[config.mk]
export PLATFORM = sky130hd
export DESIGN_NAME = tmsv_supervisor
export DESIGN_NICKNAME = d
export VERILOG_FILES = /design/src/tmsv_pkg.sv /design/src/tmsv_tmr_if.sv /design/src/tmsv_timer.sv /design/src/tmsv_supervisor.sv
export SDC_FILE = /design/constraint.sdc
export NUM_CORES = 1
export LEC_CHECK = 0
export BUFFER_PORTS_ARGS = -buffer_cell sky130_fd_sc_hd__buf_2
export CELL_PAD_IN_SITES_DETAIL_PLACEMENT = 0
export CELL_PAD_IN_SITES_GLOBAL_PLACEMENT = 1
export CORE_ASPECT_RATIO = 1.5
export CORE_UTILIZATION = 40
export DETAILED_ROUTE_END_ITERATION = 12
export PLACE_DENSITY = 0.76
export SLEW_MARGIN = 10
export SYNTH_ARGS = -nofsm -noshare
export SYNTH_HDL_FRONTEND = slang
export SYNTH_HIERARCHICAL = 1
export SYNTH_SLANG_ARGS = --single-unit
[constraint.sdc]
create_clock -name I_CLK -period 2.43 [get_ports I_CLK]
set_input_delay 0.3645 -clock I_CLK [delete_from_list [all_inputs] [get_ports I_CLK]]
set_output_delay 0.3645 -clock I_CLK [all_outputs]
set_load 0.05 [all_outputs]
[src/tmsv_pkg.sv]
/*
   Constants of the bus timeout supervisor: slots, groups, resets, idle time.
   Assumes one core clock at CLK_HZ; limits are in core cycles.
*/
package tmsv_pkg;
   // clock and idle time
   localparam int CLK_HZ    = 20_000_000;
   localparam int IDLE_US   = 50;
   localparam int IDLE_CYC  = IDLE_US * (CLK_HZ / 1_000_000);
   localparam int IDLE_W    = 16;
   // timer slots
   localparam int TMR_W     = 16;
   localparam int TMR_NUM   = 5;
   localparam int T_CLK_LOW = 0;
   localparam int T_ARB     = 1;
   localparam int T_BYTE    = 2;
   localparam int T_TRANS   = 3;
   localparam int T_BOOT    = 4;
   // grouped status bits
   localparam int ST_NUM      = 4;
   localparam int ST_SLV_FAIL = 0;
   localparam int ST_MST_TMO  = 1;
   localparam int ST_MST_ARB  = 2;
   localparam int ST_BOOT     = 3;
   // event slots
   localparam int EV_NUM     = 8;
   localparam int EV_S_CLK   = 0;
   localparam int EV_M_CLK   = 1;
   localparam int EV_M_ARB   = 2;
   localparam int EV_M_BYTE  = 3;
   localparam int EV_S_BYTE  = 4;
   localparam int EV_M_TRANS = 5;
   localparam int EV_S_TRANS = 6;
   localparam int EV_BOOT    = 7;
   // reset values
   localparam logic              LINE_RST = 1'b1;
   localparam logic [ST_NUM-1:0] STAT_RST = 4'h0;
   localparam logic [EV_NUM-1:0] EV_RST   = 8'h00;
endpackage

[src/tmsv_tmr_if.sv]
/*
   Supervisor to timeout counter carrier.
   Assumes one core clock at both ends.
*/
`timescale 1ns/10ps
interface tmsv_tmr_if #(parameter int W = 16) ();
   logic         run;
   logic         clr;
   logic [W-1:0] limit;
   logic         expire;
   modport timer (input run, input clr, input limit, output expire);
   modport ctrl  (output run, output clr, output limit, input expire);
endinterface

[src/tmsv_timer.sv]
/*
   One timeout counter on the core clock.
   Assumes clr and run come from logic on the same clock.
*/
`timescale 1ns/10ps
module tmsv_timer #(
   parameter int W = 16
) (
   input wire logic   i_clk,
   input wire logic   i_rst_b,
   tmsv_tmr_if.timer  tif
);
   logic [W-1:0] cnt_reg;
   logic         done_reg;
   logic         exp_reg;

   // zero limit disables; after expiry the count parks until clr,
   // so one expiry gives one pulse
   always_ff @(posedge i_clk) begin
      if (!i_rst_b) begin
         cnt_reg  <= '0;
         done_reg <= 1'b0;
         exp_reg  <= 1'b0;
      end else if (tif.clr) begin
         cnt_reg  <= '0;
         done_reg <= 1'b0;
         exp_reg  <= 1'b0;
      end else if (tif.run && !done_reg && (tif.limit != '0)) begin
         if (cnt_reg == tif.limit - W'(1)) begin
            cnt_reg  <= '0;
            done_reg <= 1'b1;
            exp_reg  <= 1'b1;
         end else begin
            cnt_reg  <= cnt_reg + W'(1);
            exp_reg  <= 1'b0;
         end
      end else begin
         exp_reg <= 1'b0;
      end
   end

   assign tif.expire = exp_reg;
endmodule

[src/tmsv_supervisor.sv]
/*
   Timeout supervisor for a two-wire bus controller: five timers, events,
   grouped status with read snapshot, and abort/stop/release requests.
   Assumes engines on I_CLK give one-cycle phase pulses; bus lines are async.
*/
`timescale 1ns/10ps

// Functional notes
// - Clock-low timer detects the clock line held low too long.
// - Clock-low expiry sets slave or master event, updating its status group.
// - Clock-low expiry aborts without stop, releases lines, engines monitor idle.
// - Arbitration timer only runs for software-started master transactions.
// - Arbitration timer stops once start, address and direction sent cleanly.
// - Ownership lost after address phase aborts the transaction, no retry.
// - Collision in start/address/direction retries after idle; timer keeps running.
// - Arbitration expiry while waiting idle aborts and sets arbitration event.
// - Expiry during address: finish address; acknowledge received means carry on.
// - Expired, then collision during address: abort right after that bit.
// - Byte timeout disabled after reset; flags slow per-byte transfers.
// - Master byte expiry: clock to next driven bit, stop, abort, event.
// - Slave byte expiry: at next bit start release lines, event, resume.
// - Transaction timeout disabled after reset; measures start to stop.
// - Transaction expiry acts like byte expiry with transaction events.
// - Boot expiry: read to next data byte, stop, set boot event.
// - Boot-complete output asserts on boot expiry and on normal completion.
// - Zero boot timer count disables the boot timeout.
// - Interrupt request per status bit only when its enable is set.
// - Write-one clears status only after a read; test set forces one.
// - Both lines high past idle-detect time counts as bus idle.
module tmsv_supervisor #(
   parameter int TW = tmsv_pkg::TMR_W
) (
   input  wire logic                        I_CLK,
   input  wire logic                        I_RST_B,
   input  wire logic                        I_SCL,
   input  wire logic                        I_SERIAL_DATA_LINE,
   input  wire logic                        I_CLK_LOW_EN,
   input  wire logic [TW-1:0]               I_CLK_LOW_LIMIT,
   input  wire logic [TW-1:0]               I_ARB_LIMIT,
   input  wire logic                        I_BYTE_EN,
   input  wire logic [TW-1:0]               I_BYTE_LIMIT,
   input  wire logic                        I_TRANS_EN,
   input  wire logic [TW-1:0]               I_TRANS_LIMIT,
   input  wire logic [TW-1:0]               I_BOOT_DIAG_TIMER_COUNT,
   input  wire logic                        I_MST_ACTIVE,
   input  wire logic                        I_SLV_ACTIVE,
   input  wire logic                        I_SW_START,
   input  wire logic                        I_ADDR_PHASE_DONE,
   input  wire logic                        I_ADDR_SENDING,
   input  wire logic                        I_ADDR_ACK_RX,
   input  wire logic                        I_ARB_COLLIDE,
   input  wire logic                        I_MST_WAIT_IDLE,
   input  wire logic                        I_MST_OWN_LOST,
   input  wire logic                        I_BYTE_DONE,
   input  wire logic                        I_MST_DRIVE_BIT,
   input  wire logic                        I_BIT_START,
   input  wire logic                        I_BOOT_ACTIVE,
   input  wire logic                        I_BOOT_DONE,
   input  wire logic                        I_BOOT_BYTE_DONE,
   input  wire logic                        I_STAT_RD,
   input  wire logic [tmsv_pkg::ST_NUM-1:0] I_STAT_W1C,
   input  wire logic [tmsv_pkg::ST_NUM-1:0] I_STAT_SET,
   input  wire logic [tmsv_pkg::ST_NUM-1:0] I_INT_EN,
   output logic                             O_MST_ABORT,
   output logic                             O_MST_STOP_REQ,
   output logic                             O_MST_RETRY,
   output logic                             O_SLV_RELEASE,
   output logic                             O_LINES_RELEASE,
   output logic                             O_BOOT_STOP_REQ,
   output logic                             O_BOOT_COMPLETE,
   output logic                             O_BUS_IDLE,
   output logic                             O_SLAVE_CLK_LOW_TIMEOUT_EVENT,
   output logic                             O_MASTER_CLK_LOW_TIMEOUT_EVENT,
   output logic                             O_MASTER_ARB_TIMEOUT_EVENT,
   output logic                             O_MASTER_BYTE_TIMEOUT_EVENT,
   output logic                             O_SLAVE_BYTE_TIMEOUT_EVENT,
   output logic                             O_MASTER_TRANSACTION_TIMEOUT_EVENT,
   output logic                             O_SLAVE_TRANSACTION_TIMEOUT_EVENT,
   output logic                             O_BOOT_TIMEOUT_EVENT,
   output logic                             O_SLAVE_ACCESS_FAIL_STATUS,
   output logic                             O_MASTER_TIMEOUT_STATUS,
   output logic                             O_MASTER_ARB_TIMEOUT_STATUS,
   output logic                             O_BOOT_LOAD_FAIL_STATUS,
   output logic [tmsv_pkg::ST_NUM-1:0]      O_IRQ
);
   localparam int SN = tmsv_pkg::ST_NUM;
   localparam int EN = tmsv_pkg::EV_NUM;

   logic                         scl_m_reg, scl_s_reg, scl_d_reg;
   logic                         sda_m_reg, sda_s_reg, sda_d_reg;
   logic                         start_det, stop_det;
   logic [tmsv_pkg::IDLE_W-1:0]  idle_cnt_reg;
   logic                         idle_reg;
   logic                         busy_reg;
   logic [tmsv_pkg::TMR_NUM-1:0] tmr_exp;
   logic                         arb_run_reg, arb_pend_reg, arb_fire;
   logic                         clk_low_fire;
   logic [1:0]                   mst_pend_reg, slv_pend_reg;
   logic                         mst_fire, slv_fire;
   logic                         boot_pend_reg, boot_fire;
   logic [EN-1:0]                ev_next, ev_reg;
   logic [SN-1:0]                hit;
   logic [SN-1:0]                new_reg, snap_reg, new_next, snap_next;
   logic [SN-1:0]                stat_reg, irq_reg;
   logic                         abort_reg, stop_reg, retry_reg;
   logic                         slv_rel_reg, lines_rel_reg, boot_stop_reg, boot_cpl_reg;

   tmsv_tmr_if #(.W(TW)) tif [tmsv_pkg::TMR_NUM] ();

   // three flops on each bus line
   always_ff @(posedge I_CLK) begin
      if (!I_RST_B) begin
         scl_m_reg <= tmsv_pkg::LINE_RST;
         scl_s_reg <= tmsv_pkg::LINE_RST;
         scl_d_reg <= tmsv_pkg::LINE_RST;
         sda_m_reg <= tmsv_pkg::LINE_RST;
         sda_s_reg <= tmsv_pkg::LINE_RST;
         sda_d_reg <= tmsv_pkg::LINE_RST;
      end else begin
         scl_m_reg <= I_SCL;
         scl_s_reg <= scl_m_reg;
         scl_d_reg <= scl_s_reg;
         sda_m_reg <= I_SERIAL_DATA_LINE;
         sda_s_reg <= sda_m_reg;
         sda_d_reg <= sda_s_reg;
      end
   end

   // start/stop: data edge while clock high
   assign start_det = scl_s_reg && scl_d_reg && sda_d_reg && !sda_s_reg;
   assign stop_det  = scl_s_reg && scl_d_reg && !sda_d_reg && sda_s_reg;

   always_ff @(posedge I_CLK) begin
      if (!I_RST_B) begin
         idle_cnt_reg <= '0;
         idle_reg     <= 1'b0;
      end else if (scl_s_reg && sda_s_reg) begin
         if (idle_cnt_reg == tmsv_pkg::IDLE_W'(tmsv_pkg::IDLE_CYC - 1)) begin
            idle_reg <= 1'b1;
         end else begin
            idle_cnt_reg <= idle_cnt_reg + tmsv_pkg::IDLE_W'(1);
         end
      end else begin
         idle_cnt_reg <= '0;
         idle_reg     <= 1'b0;
      end
   end

   // busy from start to stop or silent idle
   always_ff @(posedge I_CLK) begin
      if (!I_RST_B) begin
         busy_reg <= 1'b0;
      end else if (start_det) begin
         busy_reg <= 1'b1;
      end else if (stop_det || idle_reg) begin
         busy_reg <= 1'b0;
      end
   end

   // clock-low timer, cleared while the line is high
   assign tif[tmsv_pkg::T_CLK_LOW].run   = I_CLK_LOW_EN && !scl_s_reg;
   assign tif[tmsv_pkg::T_CLK_LOW].clr   = scl_s_reg;
   assign tif[tmsv_pkg::T_CLK_LOW].limit = I_CLK_LOW_LIMIT;
   // arbitration timer only from a software start
   assign tif[tmsv_pkg::T_ARB].run       = arb_run_reg;
   assign tif[tmsv_pkg::T_ARB].clr       = I_SW_START;
   assign tif[tmsv_pkg::T_ARB].limit     = I_ARB_LIMIT;
   // byte timer, restarts at each byte boundary
   assign tif[tmsv_pkg::T_BYTE].run      = I_BYTE_EN && (I_MST_ACTIVE || I_SLV_ACTIVE);
   assign tif[tmsv_pkg::T_BYTE].clr      = I_BYTE_DONE || !(I_MST_ACTIVE || I_SLV_ACTIVE);
   assign tif[tmsv_pkg::T_BYTE].limit    = I_BYTE_LIMIT;
   assign tif[tmsv_pkg::T_TRANS].run     = I_TRANS_EN && busy_reg;
   assign tif[tmsv_pkg::T_TRANS].clr     = start_det || stop_det;
   assign tif[tmsv_pkg::T_TRANS].limit   = I_TRANS_LIMIT;
   assign tif[tmsv_pkg::T_BOOT].run      = I_BOOT_ACTIVE;
   assign tif[tmsv_pkg::T_BOOT].clr      = !I_BOOT_ACTIVE;
   assign tif[tmsv_pkg::T_BOOT].limit    = I_BOOT_DIAG_TIMER_COUNT;

   for (genvar g = 0; g < tmsv_pkg::TMR_NUM; g++) begin : g_tmr
      tmsv_timer #(.W(TW)) u_tmr (
         .i_clk   (I_CLK),
         .i_rst_b (I_RST_B),
         .tif     (tif[g].timer)
      );
      assign tmr_exp[g] = tif[g].expire;
   end

   // clock-low expiry outranks every other response except the boot stop
   assign clk_low_fire = tmr_exp[tmsv_pkg::T_CLK_LOW];

   // fire on expiry while idle-waiting or on a later collision
   assign arb_fire = (arb_pend_reg || tmr_exp[tmsv_pkg::T_ARB]) &&
                     (I_MST_WAIT_IDLE || I_ARB_COLLIDE) && !clk_low_fire;

   // arbitration window; a pending expiry waits for the address outcome
   always_ff @(posedge I_CLK) begin
      if (!I_RST_B) begin
         arb_run_reg  <= 1'b0;
         arb_pend_reg <= 1'b0;
      end else if (I_SW_START) begin
         arb_run_reg  <= 1'b1;
         arb_pend_reg <= 1'b0;
      end else if (arb_fire || clk_low_fire || I_MST_OWN_LOST) begin
         arb_run_reg  <= 1'b0;
         arb_pend_reg <= 1'b0;
      // clean address phase or an answered address ends it
      end else if (I_ADDR_PHASE_DONE || (arb_pend_reg && I_ADDR_ACK_RX)) begin
         arb_run_reg  <= 1'b0;
         arb_pend_reg <= 1'b0;
      end else if (tmr_exp[tmsv_pkg::T_ARB]) begin
         arb_pend_reg <= 1'b1;
      end
   end

   // expiry waits for the right bit; bit0 byte, bit1 transaction
   assign mst_fire = (|mst_pend_reg) && I_MST_DRIVE_BIT && !clk_low_fire;
   assign slv_fire = (|slv_pend_reg) && I_BIT_START && !clk_low_fire;

   always_ff @(posedge I_CLK) begin
      if (!I_RST_B) begin
         mst_pend_reg <= 2'h0;
         slv_pend_reg <= 2'h0;
      end else begin
         if (mst_fire || clk_low_fire || !I_MST_ACTIVE) begin
            mst_pend_reg <= 2'h0;
         end else begin
            mst_pend_reg <= mst_pend_reg | {tmr_exp[tmsv_pkg::T_TRANS], tmr_exp[tmsv_pkg::T_BYTE]};
         end
         if (slv_fire || clk_low_fire || !I_SLV_ACTIVE) begin
            slv_pend_reg <= 2'h0;
         end else begin
            slv_pend_reg <= slv_pend_reg | {tmr_exp[tmsv_pkg::T_TRANS], tmr_exp[tmsv_pkg::T_BYTE]};
         end
      end
   end

   // boot expiry: next data byte, then stop
   assign boot_fire = boot_pend_reg && I_BOOT_BYTE_DONE;

   always_ff @(posedge I_CLK) begin
      if (!I_RST_B) begin
         boot_pend_reg <= 1'b0;
         boot_cpl_reg  <= 1'b0;
      end else begin
         if (boot_fire || !I_BOOT_ACTIVE) begin
            boot_pend_reg <= 1'b0;
         end else if (tmr_exp[tmsv_pkg::T_BOOT]) begin
            boot_pend_reg <= 1'b1;
         end
         // complete on expiry or normal end; held until reset
         if (tmr_exp[tmsv_pkg::T_BOOT] || I_BOOT_DONE) begin
            boot_cpl_reg <= 1'b1;
         end
      end
   end

   // event pulses; clock-low with no engine sets none
   always_comb begin
      ev_next = tmsv_pkg::EV_RST;
      // slave takes precedence when both engines are busy
      ev_next[tmsv_pkg::EV_S_CLK]   = clk_low_fire && I_SLV_ACTIVE;
      ev_next[tmsv_pkg::EV_M_CLK]   = clk_low_fire && I_MST_ACTIVE && !I_SLV_ACTIVE;
      ev_next[tmsv_pkg::EV_M_ARB]   = arb_fire;
      ev_next[tmsv_pkg::EV_M_BYTE]  = mst_fire && mst_pend_reg[0];
      ev_next[tmsv_pkg::EV_M_TRANS] = mst_fire && mst_pend_reg[1];
      ev_next[tmsv_pkg::EV_S_BYTE]  = slv_fire && slv_pend_reg[0];
      ev_next[tmsv_pkg::EV_S_TRANS] = slv_fire && slv_pend_reg[1];
      ev_next[tmsv_pkg::EV_BOOT]    = boot_fire;
   end

   // events onto status groups
   always_comb begin
      hit = tmsv_pkg::STAT_RST;
      hit[tmsv_pkg::ST_SLV_FAIL] = ev_next[tmsv_pkg::EV_S_CLK] ||
                                   ev_next[tmsv_pkg::EV_S_BYTE] ||
                                   ev_next[tmsv_pkg::EV_S_TRANS];
      hit[tmsv_pkg::ST_MST_TMO]  = ev_next[tmsv_pkg::EV_M_CLK] ||
                                   ev_next[tmsv_pkg::EV_M_BYTE] ||
                                   ev_next[tmsv_pkg::EV_M_TRANS];
      hit[tmsv_pkg::ST_MST_ARB]  = ev_next[tmsv_pkg::EV_M_ARB];
      hit[tmsv_pkg::ST_BOOT]     = ev_next[tmsv_pkg::EV_BOOT];
   end

   // read moves new events to the snapshot; write-one clears only the
   // snapshot, so an event arriving with the clear survives in the new bits
   always_comb begin
      new_next  = (I_STAT_RD ? tmsv_pkg::STAT_RST : new_reg) | hit | I_STAT_SET;
      snap_next = (I_STAT_RD ? (snap_reg | new_reg) : snap_reg) & ~I_STAT_W1C;
   end

   // status; requests gated, status is not
   always_ff @(posedge I_CLK) begin
      if (!I_RST_B) begin
         new_reg  <= tmsv_pkg::STAT_RST;
         snap_reg <= tmsv_pkg::STAT_RST;
         stat_reg <= tmsv_pkg::STAT_RST;
         irq_reg  <= tmsv_pkg::STAT_RST;
      end else begin
         new_reg  <= new_next;
         snap_reg <= snap_next;
         stat_reg <= new_next | snap_next;
         irq_reg  <= (new_next | snap_next) & I_INT_EN;
      end
   end

   // requests to the engines, one cycle each
   always_ff @(posedge I_CLK) begin
      if (!I_RST_B) begin
         ev_reg        <= tmsv_pkg::EV_RST;
         abort_reg     <= 1'b0;
         stop_reg      <= 1'b0;
         retry_reg     <= 1'b0;
         slv_rel_reg   <= 1'b0;
         lines_rel_reg <= 1'b0;
         boot_stop_reg <= 1'b0;
      end else begin
         ev_reg        <= ev_next;
         abort_reg     <= arb_fire || I_MST_OWN_LOST || mst_fire || clk_low_fire;
         // no stop on clock-low; stop only after a driven bit
         stop_reg      <= mst_fire;
         // early collision: back to idle wait
         retry_reg     <= I_ARB_COLLIDE && arb_run_reg && !arb_fire && !clk_low_fire;
         // slave lets go at the next bit start
         slv_rel_reg   <= slv_fire;
         lines_rel_reg <= clk_low_fire;
         boot_stop_reg <= boot_fire;
      end
   end

   // outputs
   assign O_MST_ABORT                        = abort_reg;
   assign O_MST_STOP_REQ                     = stop_reg;
   assign O_MST_RETRY                        = retry_reg;
   assign O_SLV_RELEASE                      = slv_rel_reg;
   assign O_LINES_RELEASE                    = lines_rel_reg;
   assign O_BOOT_STOP_REQ                    = boot_stop_reg;
   assign O_BOOT_COMPLETE                    = boot_cpl_reg;
   assign O_BUS_IDLE                         = idle_reg;
   assign O_SLAVE_CLK_LOW_TIMEOUT_EVENT      = ev_reg[tmsv_pkg::EV_S_CLK];
   assign O_MASTER_CLK_LOW_TIMEOUT_EVENT     = ev_reg[tmsv_pkg::EV_M_CLK];
   assign O_MASTER_ARB_TIMEOUT_EVENT         = ev_reg[tmsv_pkg::EV_M_ARB];
   assign O_MASTER_BYTE_TIMEOUT_EVENT        = ev_reg[tmsv_pkg::EV_M_BYTE];
   assign O_SLAVE_BYTE_TIMEOUT_EVENT         = ev_reg[tmsv_pkg::EV_S_BYTE];
   assign O_MASTER_TRANSACTION_TIMEOUT_EVENT = ev_reg[tmsv_pkg::EV_M_TRANS];
   assign O_SLAVE_TRANSACTION_TIMEOUT_EVENT  = ev_reg[tmsv_pkg::EV_S_TRANS];
   assign O_BOOT_TIMEOUT_EVENT               = ev_reg[tmsv_pkg::EV_BOOT];
   assign O_SLAVE_ACCESS_FAIL_STATUS         = stat_reg[tmsv_pkg::ST_SLV_FAIL];
   assign O_MASTER_TIMEOUT_STATUS            = stat_reg[tmsv_pkg::ST_MST_TMO];
   assign O_MASTER_ARB_TIMEOUT_STATUS        = stat_reg[tmsv_pkg::ST_MST_ARB];
   assign O_BOOT_LOAD_FAIL_STATUS            = stat_reg[tmsv_pkg::ST_BOOT];
   assign O_IRQ                              = irq_reg;
endmodule

# Word level (Yosys, flattened, before mapping)
# Index checks and enable logic that the tools add are counted.
# W data, S select, Z words.
# word_totals
reg_bits,152
inputBits,115
out_inout_bits,24
wordCells,191
# op_classes
add_sub_neg,11
eq_ne,6
muxes,17
bitwise_logic,14
reduce_logical,102
# op_table
cell,count
$add A16 B1 Y16 const B,6
$eq A16 B16 Y1,5
$mux W16,5
$reduce_bool A16 Y1,5
$sub A16 B1 Y16 const B,5
$logic_and A1 B1 Y1,37
$logic_or A1 B1 Y1,22
$reduce_or A2 Y1,9
$eq A16 B10 Y1 const B,1
$or A4 B4 Y4,4
$logic_not A1 Y1,14
$reduce_and A2 Y1,7
$reduce_or A3 Y1,4
$mux W1,10
$and A4 B4 Y4,2
$mux W4,2
$not A1 Y1,5
$not A4 Y4,1
$or A2 B2 Y2,2
$reduce_or A4 Y1,1
$reduce_and A3 Y1,1
$reduce_bool A3 Y1,1
$reduce_bool A2 Y1,1

# Longest topological paths before layout
# Gate-level depths: netlist (run 1).
# logic_depth
depth_word,10
mapped_depth,10
mapped_depth_nobuf,8

# By module
# The synthesis (run 1) kept the hierarchy.
# by_module_without_submodules
module,instances,cells_each,area_each_um2,seq_area_each_um2
tmsv_timer,5,171,1522.7,360.3
tmsv_supervisor,1,240,2265.9,1221.2

# Worst setup path before layout (run 1)
# No wires, ideal clock.
# synth_timing
path_type,input-to-reg
from,in I_CLK_LOW_LIMIT[0]
to,reg g_tmr[0].u_tmr.cnt_reg[0]
setup_ps,140
arrival_time_ps,2334
required_time_ps,2290
path_slack_ps,-44
cell_stages,9
path_buffers,1
path_cell_list,inv_1 -> ha_1 -> or4b_4 -> or4b_1 -> a21boi_1 -> o21ai_2 -> a21oi_4 -> buf_12 -> a211oi_2
# synth_via
elab_chain_cells,3
word_cells_on_any_way,5
cone_classes,add/sub: 1; eq/ne: 1; mux: 1; reduce/logical: 2
# synth_rtl
item,line_no,rtl
start: declaration,tmsv_supervisor.sv:38,"input wire logic [TW-1:0] I_CLK_LOW_LIMIT,"
$sub A16 B1 Y16,tmsv_timer.sv:29,if (cnt_reg == tif.limit - W'(1)) begin
$eq A16 B16 Y1,tmsv_timer.sv:29,
$mux W16,tmsv_timer.sv:29,
end signal: assignment,tmsv_timer.sv:34,cnt_reg <= cnt_reg + W'(1);
end: declaration,tmsv_timer.sv:13,logic [W-1:0] cnt_reg;
# Several ways; a longest one is shown, not always the timed one.
# A chain may end at the register's enable or synchronous reset.

# Final worst setup path (run 1)
# layout_timing
from,in I_TRANS_LIMIT[1]
to,reg g_tmr[3].u_tmr.cnt_reg[4]
# layout_via
elab_chain_cells,3
word_cells_on_any_way,5
cone_classes,add/sub: 1; eq/ne: 1; mux: 1; reduce/logical: 2
# layout_rtl
item,line_no,rtl
start: declaration,tmsv_supervisor.sv:43,"input wire logic [TW-1:0] I_TRANS_LIMIT,"
$sub A16 B1 Y16,tmsv_timer.sv:29,
$eq A16 B16 Y1,tmsv_timer.sv:29,
$mux W16,tmsv_timer.sv:29,
end signal: assignment,tmsv_timer.sv:34,
end: declaration,tmsv_timer.sv:13,
# Several ways; a longest one is shown, not always the timed one.

==> results.sh, run 1 <==
export IMPL_pin_count=139
export IMPL_max_freq_mhz=474
export IMPL_dr_pass1_iters=7
export IMPL_setup_ws_ps=322
export IMPL_hp_class="primary input to flip-flop"
export IMPL_drtIter0Drc=412
export IMPL_io_buffer_count=137
export IMPL_cts_sinks=151
export IMPL_yosysTopAreaCell="dfxtp_1"
export IMPL_wire_per_inst_microns=15.6
export IMPL_syn_area_per_cell_sq_um=9.02
export IMPL_finalCritPeriodShare_pct=86.8
export IMPL_numCtsBuffers=17
export IMPL_ys_ff_latch=151
export IMPL_areaGrowthSynthToFinish_pct=21.7
export IMPL_ctsRootBufferMaster="clkbuf_16"
export IMPL_largest_reg_flops=80
export IMPL_synth_edf_count=0
export IMPL_hpwl_mm=20.1
export IMPL_die_x_microns=130
export IMPL_grt_max_degree=21
export IMPL_cap_violations=0
export IMPL_synthCells=1095
export IMPL_fin_nets=1428
export IMPL_pre_cts_slack_ps=-111
export IMPL_synthDistinctLibCells=66
export IMPL_r2r_start="g_tmr[2].u_tmr/cnt_reg[0]"
export IMPL_powerDensity_nw_per_um2=489
export IMPL_ir_worst_vdd_mv=0.646
export IMPL_tightestPinTransition_ps=680
export IMPL_syn_nets=1221
export IMPL_grt_pass1_wl_mm=42.0
export IMPL_crit_arrival_ps=2400
export IMPL_first_global_vias=8678
export IMPL_place_congestion=0.857
export IMPL_ys_seq_area_share_pct=30.6
export IMPL_rsz0062_at_grt="false"
export IMPL_layout_min_cycle_time_ps=2110
export IMPL_cts_clk_slew_worst_paths_ps=60
export IMPL_cts_tree="yes"
export IMPL_start_util_pct=40.6
export IMPL_endpoint_kind="flip-flop"
export IMPL_rr_worst_depth=7
export IMPL_post_cts_buffers=0
export IMPL_hold_viol=0
export IMPL_finalSetupViolations=0
export IMPL_slew_viol_final=0
export IMPL_max_slew_margin_pct=53.5
export IMPL_diodes=0
export IMPL_ys_warn_count=6
export IMPL_status="finished clean"
export IMPL_fp_row_count=70
export IMPL_synth_top_area_share_pct=30.6
export IMPL_placed_area_sq_um=11400
export IMPL_grt_usage_pct=20.9
export IMPL_whs_path_depth=2
export IMPL_hold_start="I_SCL"
export IMPL_h_tree_depth=4
export IMPL_drive_gt1_share_pct=26.5
export IMPL_fin_area_sq_um=12000
export IMPL_drcViolationCount=0
export IMPL_netlist_area_sq_um=9880
export IMPL_worstPathRequired_ps=2720
export IMPL_grt_overflow_total=0
export IMPL_skew_ps=11.8
export IMPL_clk_insertion_delay_late_ps=430
export IMPL_finalSetupTns_ps=0
export IMPL_die_area_sq_um=25300
export IMPL_async_flop_share_pct=0
export IMPL_r2r_end="g_tmr[2].u_tmr/cnt_reg[8]"
export IMPL_layout_commonest_cell="dfxtp_1"
export IMPL_p_leak_nw=4.59
export IMPL_ant_nets=0
export IMPL_min_to="scl_m_reg"
export IMPL_startpoint_type="primary input"
export IMPL_ctsHoldBuffers=0
export IMPL_layout_common_cells="dfxtp_1 (151), buf_2 (137), xnor2_1 (80), buf_4 (77), xor2_1 (72)"
export IMPL_ctsResizeCount=0
export IMPL_worstSetupPathType="primary input to flip-flop"
export IMPL_vias=8896
export IMPL_cp_max_fo=16
export IMPL_cts_buffer_depth=2
export IMPL_r2r_setup_slack_ps=340
export IMPL_wl_mm=25.5
export IMPL_die_y_microns=194
export IMPL_antenna_found_initial=3
export IMPL_core_area_sq_um=24300
export IMPL_whs_ps=119
export IMPL_synthTopCellsByArea="dfxtp_1 (31%), xnor2_1 (7.1%), xor2_1 (6.4%), a211oi_2 (3.8%), a211oi_1 (3.4%)"
export IMPL_synth_ff_type="dfxtp_1"
export IMPL_avgViaCountPerCell=5.43
[cell usage after synthesis (all sizes together), types with 12 or more instances]
cell,number
a211oi,75
dfxtp,151
or3,16
a2111oi,20
xor2,72
mux2i,15
buf,22
and4,22
nand4,20
nand3,39
inv,42
a21oi,58
nand2b,37
nor2b,12
clkbuf,14
nor3,26
nor4,24
nand2,71
xnor2,80
and3,27
nor2,60
o21ai,36
[report_power, final]
| part | internal [mW] | switching [mW] | leakage, nW |
|---|---|---|---|
| Clock | 1.54 | 1.13 | 0.291 |
| Combinational | 0.288 | 0.399 | 3.08 |
| Sequential | 2.51 | 0.0222 | 1.22 |
| Total | 4.33 | 1.55 | 4.59 |
[how the worst max path moves through the flow]
stage / slack (ps) / endpoint / from
5_1_grt: 190 / g_tmr[0].u_tmr/cnt_reg[7] / I_CLK_LOW_LIMIT[1]
4_1_cts: 340 / g_tmr[4].u_tmr/cnt_reg[5] / I_BOOT_DIAG_TIMER_COUNT[0]
2_1_floorplan: 20 / g_tmr[0].u_tmr/cnt_reg[0] / I_CLK_LOW_LIMIT[1]
6_report: 320 / g_tmr[3].u_tmr/cnt_reg[4] / I_TRANS_LIMIT[1]
3_3_place_gp: -90 / g_tmr[3].u_tmr/cnt_reg[7] / I_TRANS_LIMIT[1]
3_5_place_dp: -110 / g_tmr[4].u_tmr/cnt_reg[5] / I_BOOT_DIAG_TIMER_COUNT[0]
[worst max-delay path: stages]
cell      delay (ps)
buf_2            110
inv_1             50
ha_2             160
or4b_4           510
or4b_1           480
a21boi_1         210
o21ai_2          100
a21oi_4          150
buf_12           180
a211oi_1          80
[final cells by class]
type | count | area (sq um)
Clock buffer | 17 | 425
Clock inverter | 15 | 164
Fill cell | 2425 | 12300
Inverter | 42 | 158
Multi-Input combinational cell | 866 | 6380
Sequential cell | 151 | 3020
Tap cell | 324 | 405
Timing Repair Buffer | 224 | 1460
[per-stage QoR]
step | power, mW | cells | utilization, %
6_report | 5.88 | 1639 | 49.4
4_1_cts | 5.96 | 1639 | 49.4
2_1_floorplan | 2.96 | 1095 | -
5_1_grt | 6.14 | 1639 | 49.4
3_3_place_gp | 3.27 | 1607 | 47.0
3_5_place_dp | 3.27 | 1607 | 47.0
[kinds of logic (layout without fill, tap and decap cells)]
logic type | Yosys count | after routing | share of synthesized area (%)
AO/OA/AOI/OAI | 262 | 262 | 21.7
adder cells (fa/ha/maj) | 11 | 11 | 1.39
XOR/XNOR | 152 | 152 | 13.5
flip-flops | 151 | 151 | 30.6
AND/OR/NAND/NOR | 426 | 426 | 26.4
multiplexers | 15 | 15 | 1.52
buffers and inverters | 78 | 298 | 4.91
[layer usage]
metal / GRT usage [%] / vias to the layer above / part of all wire [%]
li1: - / 4495 / -
met4: 6.24 / 6 / 1.7
met5: 0 / - / 0.14
met3: 4.02 / 39 / 3.5
met1: 24.3 / 4202 / 42
met2: 37.8 / 154 / 53
Power figures use the tool's default switching activity.
==> run 2, diff against run 1 <==
- CORE_UTILIZATION: 40 -> 39
- SYNTH_HIERARCHICAL: 1 -> default
==> run 2 against run 1 <==
The flow now finishes with violations (negative setup slack). Via count is 8.7% lower. Non-clock buffer count is 46 higher. Flip-flop and latch count stayed put. Die area is 9.6% lower. First-iteration DRC count is 37% lower. Register-to-register slack worse by 160 ps. Clock power is 2% lower. Critical path type unchanged. Clock-buffer cell count is 2 higher. Setup slack worse by 330 ps.
==> results.sh, run 2 <==
export IMPL_status="complete, but fails checks"
export IMPL_violations="negative setup slack"
export IMPL_max_freq_mhz=410
export IMPL_drcViolationCount=0
export IMPL_grt_overflow_total=0
export IMPL_r2r_setup_slack_ps=180
export IMPL_finalCritPeriodShare_pct=100
export IMPL_placed_area_sq_um=10800
export IMPL_ir_worst_vdd_mv=0.424
export IMPL_io_buffer_count=137
export IMPL_cts_sinks=151
export IMPL_whs_path_depth=2
export IMPL_synthDistinctLibCells=73
export IMPL_p_comb_share_pct=12.6
export IMPL_ys_warn_count=0
export IMPL_async_flop_share_pct=0
export IMPL_wl_mm=22.6
export IMPL_clkPwrFrac_pct=44.4
export IMPL_hp_class="primary input to flip-flop"
export IMPL_synthTopCellsByArea="dfxtp_1 (35%), xnor2_1 (9.9%), xor2_1 (8.6%), nor2_1 (5.1%), nor3_1 (4.8%)"
export IMPL_place_inst=1545
export IMPL_p_int_mw=4.38
export IMPL_vias=8124
export IMPL_worstSetupPathType="primary input to flip-flop"
export IMPL_syn_nets=1162
export IMPL_cp_max_fo=18
export IMPL_layout_min_cycle_time_ps=2440
export IMPL_dr_pass1_iters=4
export IMPL_largest_reg_flops=80
export IMPL_layout_common_cells="dfxtp_1 (151), buf_2 (135), buf_4 (131), nor2_1 (117), xnor2_1 (98)"
export IMPL_start_util_pct=39.9
export IMPL_crit_arrival_ps=2710
export IMPL_min_to="snap_reg[3]"
export IMPL_power_mw=5.86
export IMPL_ys_seq_area_share_pct=34.8
export IMPL_antenna_found_initial=1
export IMPL_die_area_sq_um=22900
export IMPL_grt_max_degree=20
export IMPL_cts_clk_slew_worst_paths_ps=60
export IMPL_yosysTopAreaCell="dfxtp_1"
export IMPL_avgViaCountPerCell=5.15
export IMPL_endpoint_kind="flip-flop"
export IMPL_p_leak_nw=4.52
export IMPL_fin_area_sq_um=11400
export IMPL_tightestPinTransition_ps=745
export IMPL_rsz0062_at_grt="true"
export IMPL_yosys_top_cells_count="dfxtp_1 (151), nor2_1 (117), xnor2_1 (98)"
export IMPL_fin_nets=1418
export IMPL_ant_nets=0
export IMPL_ys_ff_latch=151
export IMPL_netlist_area_sq_um=8690
export IMPL_hold_start="I_STAT_W1C[3]"
export IMPL_r2r_end="g_tmr[0].u_tmr.done_reg"
export IMPL_syn_area_per_cell_sq_um=8.39
export IMPL_skew_ps=6.95
export IMPL_hpwl_mm=18.1
export IMPL_powerDensity_nw_per_um2=515
export IMPL_max_slew_margin_pct=50.3
export IMPL_grt_pass1_wl_mm=37.0
export IMPL_synth_top_area_share_pct=34.8
export IMPL_setup_ws_ps=-8.84
export IMPL_seqPwrFrac_pct=43.0
export IMPL_cap_violations=0
export IMPL_r2r_start="g_tmr[0].u_tmr.cnt_reg[5]"
export IMPL_synthCells=1036
export IMPL_clk_insertion_delay_late_ps=420
export IMPL_fp_row_count=66
export IMPL_h_tree_depth=4
export IMPL_finalSetupViolations=5
export IMPL_instances_no_fill=1578
export IMPL_cts_buffer_depth=2
export IMPL_hold_viol=0
export IMPL_place_congestion=0.863
export IMPL_numCtsBuffers=17
export IMPL_slew_viol_final=0
export IMPL_cts_tree="yes"
export IMPL_finalSetupTns_ps=-23.4
export IMPL_startpoint_type="primary input"
export IMPL_synthMostInstantiatedCell="dfxtp_1"
export IMPL_die_x_microns=124
export IMPL_wire_per_inst_microns=14.3
export IMPL_synth_ff_type="dfxtp_1"
export IMPL_die_y_microns=185
export IMPL_layout_commonest_cell="dfxtp_1"
export IMPL_grt_usage_pct=20.5
export IMPL_worstPathRequired_ps=2700
export IMPL_drive_gt1_share_pct=26.3
export IMPL_pin_count=139
export IMPL_synth_edf_count=0
export IMPL_areaGrowthSynthToFinish_pct=30.9
export IMPL_first_global_vias=8047
export IMPL_net_switching_power_mw=1.48
export IMPL_core_area_sq_um=21800
export IMPL_rr_worst_depth=6
export IMPL_swShare_pct=25.3
export IMPL_drtIter0Drc=261
export IMPL_ctsRootBufferMaster="clkbuf_16"
==> run 2: area by class of cell <==
class | instances | area [sq um]
timing repair buffer | 270 | 1730
inverter | 27 | 139
tap | 272 | 340
sequential | 151 | 3020
fill | 2116 | 10400
multi-input combinational | 825 | 5560
clock inverter | 13 | 145
antenna | 1 | 2.50
clock buffer | 19 | 433
==> run 2: metrics by stage <==
step                      hold WS [ps]  setup WS, ps  util, %
after CTS                         86.6          3.32     52.2
final                              104         -8.84     52.2
after floorplan                    386          -468        -
after global placement             387          -506     49.4
after global routing               100         -96.4     52.2
after detailed placement           392          -523     49.4
==> run 2: routing by layer <==
| layer | up-vias | global-route usage (%) | share of wire, % |
|---|---|---|---|
| li1 | 4192 | - | - |
| met1 | 3738 | 23.0 | 43 |
| met2 | 159 | 37.8 | 51 |
| met3 | 35 | 3.11 | 3.8 |
| met4 | 0 | 8.43 | 2.3 |
| met5 | - | 0 | 0 |
==> run 2: logic make-up after synthesis <==
kind of cell	synth area share (%)
AOI/OAI and AO/OA	8.68
DFF	34.8
xor gates and xnor gates	18.7
and+or+nand+nor	31.4
muxes	1.99
adders and majority gates	1.58
buffers and inverters	2.88
==> run 2: how the worst max path moves through the flow <==
| stage | endpoint | slack, ps | from |
|---|---|---|---|
| 6_report | g_tmr[1].u_tmr.cnt_reg[7] | -9 | I_ARB_LIMIT[1] |
| 2_1_floorplan | g_tmr[1].u_tmr.cnt_reg[10] | -470 | I_ARB_LIMIT[0] |
| 3_3_place_gp | g_tmr[1].u_tmr.cnt_reg[14] | -510 | I_ARB_LIMIT[0] |
| 4_1_cts | g_tmr[1].u_tmr.cnt_reg[12] | 3 | I_ARB_LIMIT[1] |
| 3_5_place_dp | g_tmr[1].u_tmr.cnt_reg[12] | -520 | I_ARB_LIMIT[0] |
| 5_1_grt | g_tmr[1].u_tmr.cnt_reg[7] | -100 | I_ARB_LIMIT[1] |
==> run 2: power by group through the flow <==
stage | clock [mW] | combinational (mW) | sequential [mW]
after floorplan | 0 | 0.337 | 2.62
after global placement | 0 | 0.734 | 2.58
after detailed placement | 0 | 0.741 | 2.58
after CTS | 2.67 | 0.746 | 2.52
after global routing | 2.78 | 0.811 | 2.53
final | 2.60 | 0.739 | 2.52
==> run 2: critical path, cell delays in order <==
cell and delay, ps:
buf_4 130, inv_6 50, ha_4 110, or4b_4 470
or4b_4 530, a211oi_2 220, a211oi_1 70, a2111o_1 330
nor4_4 190, buf_12 190, nor3_1 60
==> run 2: timing repair <==
action,in CTS,in global routing
gates resized for setup,5,1
endpoints found under the setup margin,18,36
setup buffers,0,0
hold buffers,0,0
==> run 3, diff against run 2 <==
- HOLD_SLACK_MARGIN: default -> 0.12
==> run 3 against run 2 <==
The flow still finishes with violations (negative setup slack). Largest cell class unchanged. Worst hold slack better by 43 ps. Setup slack lost 6.2 ps. Wire length grew 0.10%. Highest routed layer unchanged. Critical endpoint unchanged. First-iteration DRC count is 2.3% higher.
==> results.sh, run 3 (synthesis results as in run 2) <==
export IMPL_status="complete, but fails checks"
export IMPL_violations="negative setup slack"
export IMPL_io_buffer_count=137
export IMPL_numCtsBuffers=17
export IMPL_layout_commonest_cell="dfxtp_1"
export IMPL_place_congestion=0.863
export IMPL_crit_chain="buf_4 -> inv_6 -> ha_4 -> or4b_4 -> or4b_4 -> a211oi_2 -> a211oi_1 -> a2111o_1 -> nor4_4 -> buf_12 -> nor3_1"
export IMPL_power_mw=5.87
export IMPL_fin_nets=1422
export IMPL_p_int_mw=4.38
export IMPL_start_util_pct=39.9
export IMPL_grt_overflow_total=0
export IMPL_dr_pass1_iters=4
export IMPL_first_global_vias=8066
export IMPL_pin_count=139
export IMPL_grt_max_degree=20
export IMPL_tightestPinTransition_ps=745
export IMPL_p_leak_nw=4.54
export IMPL_rsz0062_at_grt="true"
export IMPL_areaGrowthSynthToFinish_pct=31.4
export IMPL_vias=8148
export IMPL_seqPwrFrac_pct=43.0
export IMPL_clkPwrFrac_pct=44.3
export IMPL_pre_cts_slack_ps=-523
export IMPL_clk_insertion_delay_late_ps=420
export IMPL_cts_sinks=151
export IMPL_powerDensity_nw_per_um2=514
export IMPL_cts_clk_slew_worst_paths_ps=60
export IMPL_finalCritPeriodShare_pct=101
export IMPL_critPathMostFrequentCell="or4b_4"
export IMPL_drtIter0Drc=267
export IMPL_fp_row_count=66
export IMPL_max_freq_mhz=409
export IMPL_wire_per_inst_microns=14.3
export IMPL_cp_buffers_inverters=3
export IMPL_die_area_sq_um=22900
export IMPL_drive_gt1_share_pct=26.2
export IMPL_p_comb_share_pct=12.7
export IMPL_endpoint_kind="flip-flop"
export IMPL_avgViaCountPerCell=5.15
export IMPL_largest_reg_flops=80
export IMPL_h_tree_depth=4
export IMPL_fin_area_sq_um=11400
export IMPL_finalSetupViolations=13
export IMPL_net_switching_power_mw=1.48
export IMPL_max_slew_margin_pct=50.4
export IMPL_hold_viol=0
export IMPL_drcViolationCount=0
export IMPL_cp_max_fo=18
export IMPL_fill_cells=2116
export IMPL_hpwl_mm=18.1
export IMPL_ant_nets=0
export IMPL_slew_viol_final=0
export IMPL_worstSetupPathType="primary input to flip-flop"
export IMPL_die_x_microns=124
export IMPL_wl_mm=22.7
export IMPL_layout_common_cells="dfxtp_1 (151), buf_2 (135), buf_4 (131), nor2_1 (117), xnor2_1 (98)"
export IMPL_grt_pass1_wl_mm=37.1
export IMPL_ctsRootBufferMaster="clkbuf_16"
export IMPL_cts_tree="yes"
export IMPL_max_stage_delay_ps=530
export IMPL_layout_min_cycle_time_ps=2450
export IMPL_antenna_found_initial=1
export IMPL_placed_area_sq_um=10800
export IMPL_cts_buffer_depth=2
export IMPL_hp_class="primary input to flip-flop"
export IMPL_whs_ps=147
export IMPL_fin_util_pct=52.4
export IMPL_cp_slowest_cell="or4b_4"
export IMPL_crit_arrival_ps=2710
export IMPL_cpLargestDelayFamily="simple AND/OR/NAND/NOR gates"
export IMPL_cap_violations=0
export IMPL_startpoint_type="primary input"
export IMPL_die_y_microns=185
export IMPL_worstPathRequired_ps=2690
export IMPL_core_area_sq_um=21800
export IMPL_grt_usage_pct=20.6
export IMPL_setup_ws_ps=-15.0
export IMPL_skew_ps=8.38
export IMPL_ir_worst_vdd_mv=0.418
export IMPL_swShare_pct=25.2
run 3: cell count changes in the layout (fill, tap and decap cells not counted):
cell | previous run | this run
dlygate4sd3_1 | 0 | 4
run 3: timing repair:
item	4_1_cts	5_1_grt
endpoints found under the hold margin	4	0
resized for setup	5	1
endpoints found under the setup margin	18	36
pin swaps	0	0
hold buffers	4	0
buffers inserted	0	0
run 3: power by group through the flow:
stage               combinational, mW  sequential (mW)  clock (mW)
floorplan                       0.337             2.62           0
global placement                0.734             2.58           0
detailed placement              0.741             2.58           0
CTS                             0.751             2.52        2.67
global route                    0.817             2.53        2.78
finish                          0.743             2.52        2.60
run 3: layout make-up:
class	count	area, sq um	share of cell area, %
flip-flops and latches	151	3020	26.5
repair buffers	274	1770	15.5
well taps	272	340	2.98
clock inverters	13	145	1.27
clock buffers	19	433	3.79
inverters	27	139	1.22
diodes	1	2.50	0.0219
multi-input cells	825	5560	48.7
run 3: path summary, 6_finish.rpt:
kind / startpoint / end / slack, ps / depth (start not counted)
max: I_ARB_LIMIT[1] / g_tmr[1].u_tmr.cnt_reg[7] / -20 / 11
min: I_INT_EN[3] / O_IRQ[3] / 150 / 2
max reg2reg: g_tmr[0].u_tmr.cnt_reg[5] / g_tmr[0].u_tmr.done_reg / 180 / 6
min reg2reg: scl_m_reg / scl_s_reg / 400 / 1
run 3: through the flow:
stage,setup TNS [ps],cells
3_3_place_gp,-23850,1545
3_5_place_dp,-24520,1545
5_1_grt,-1390,1581
2_1_floorplan,-8520,1036
6_report,-77.0,1582
4_1_cts,0,1581
run 3: metal layers:
layer	wire length (microns)	GRT usage, %	vias to the layer above
met3	850	3.14	27
met1	9680	23.0	3759
li1	-	-	4204
met5	0	0	-
met4	437	8.43	0
met2	11700	37.9	158
run 3: worst register-to-register path, stage by stage (launching register included):
cell     delay (ps)
dfxtp_1         450
xnor2_1         130
nor4b_1         270
a22oi_1         120
or4_4           580
or4_4           510
a21oi_1         130
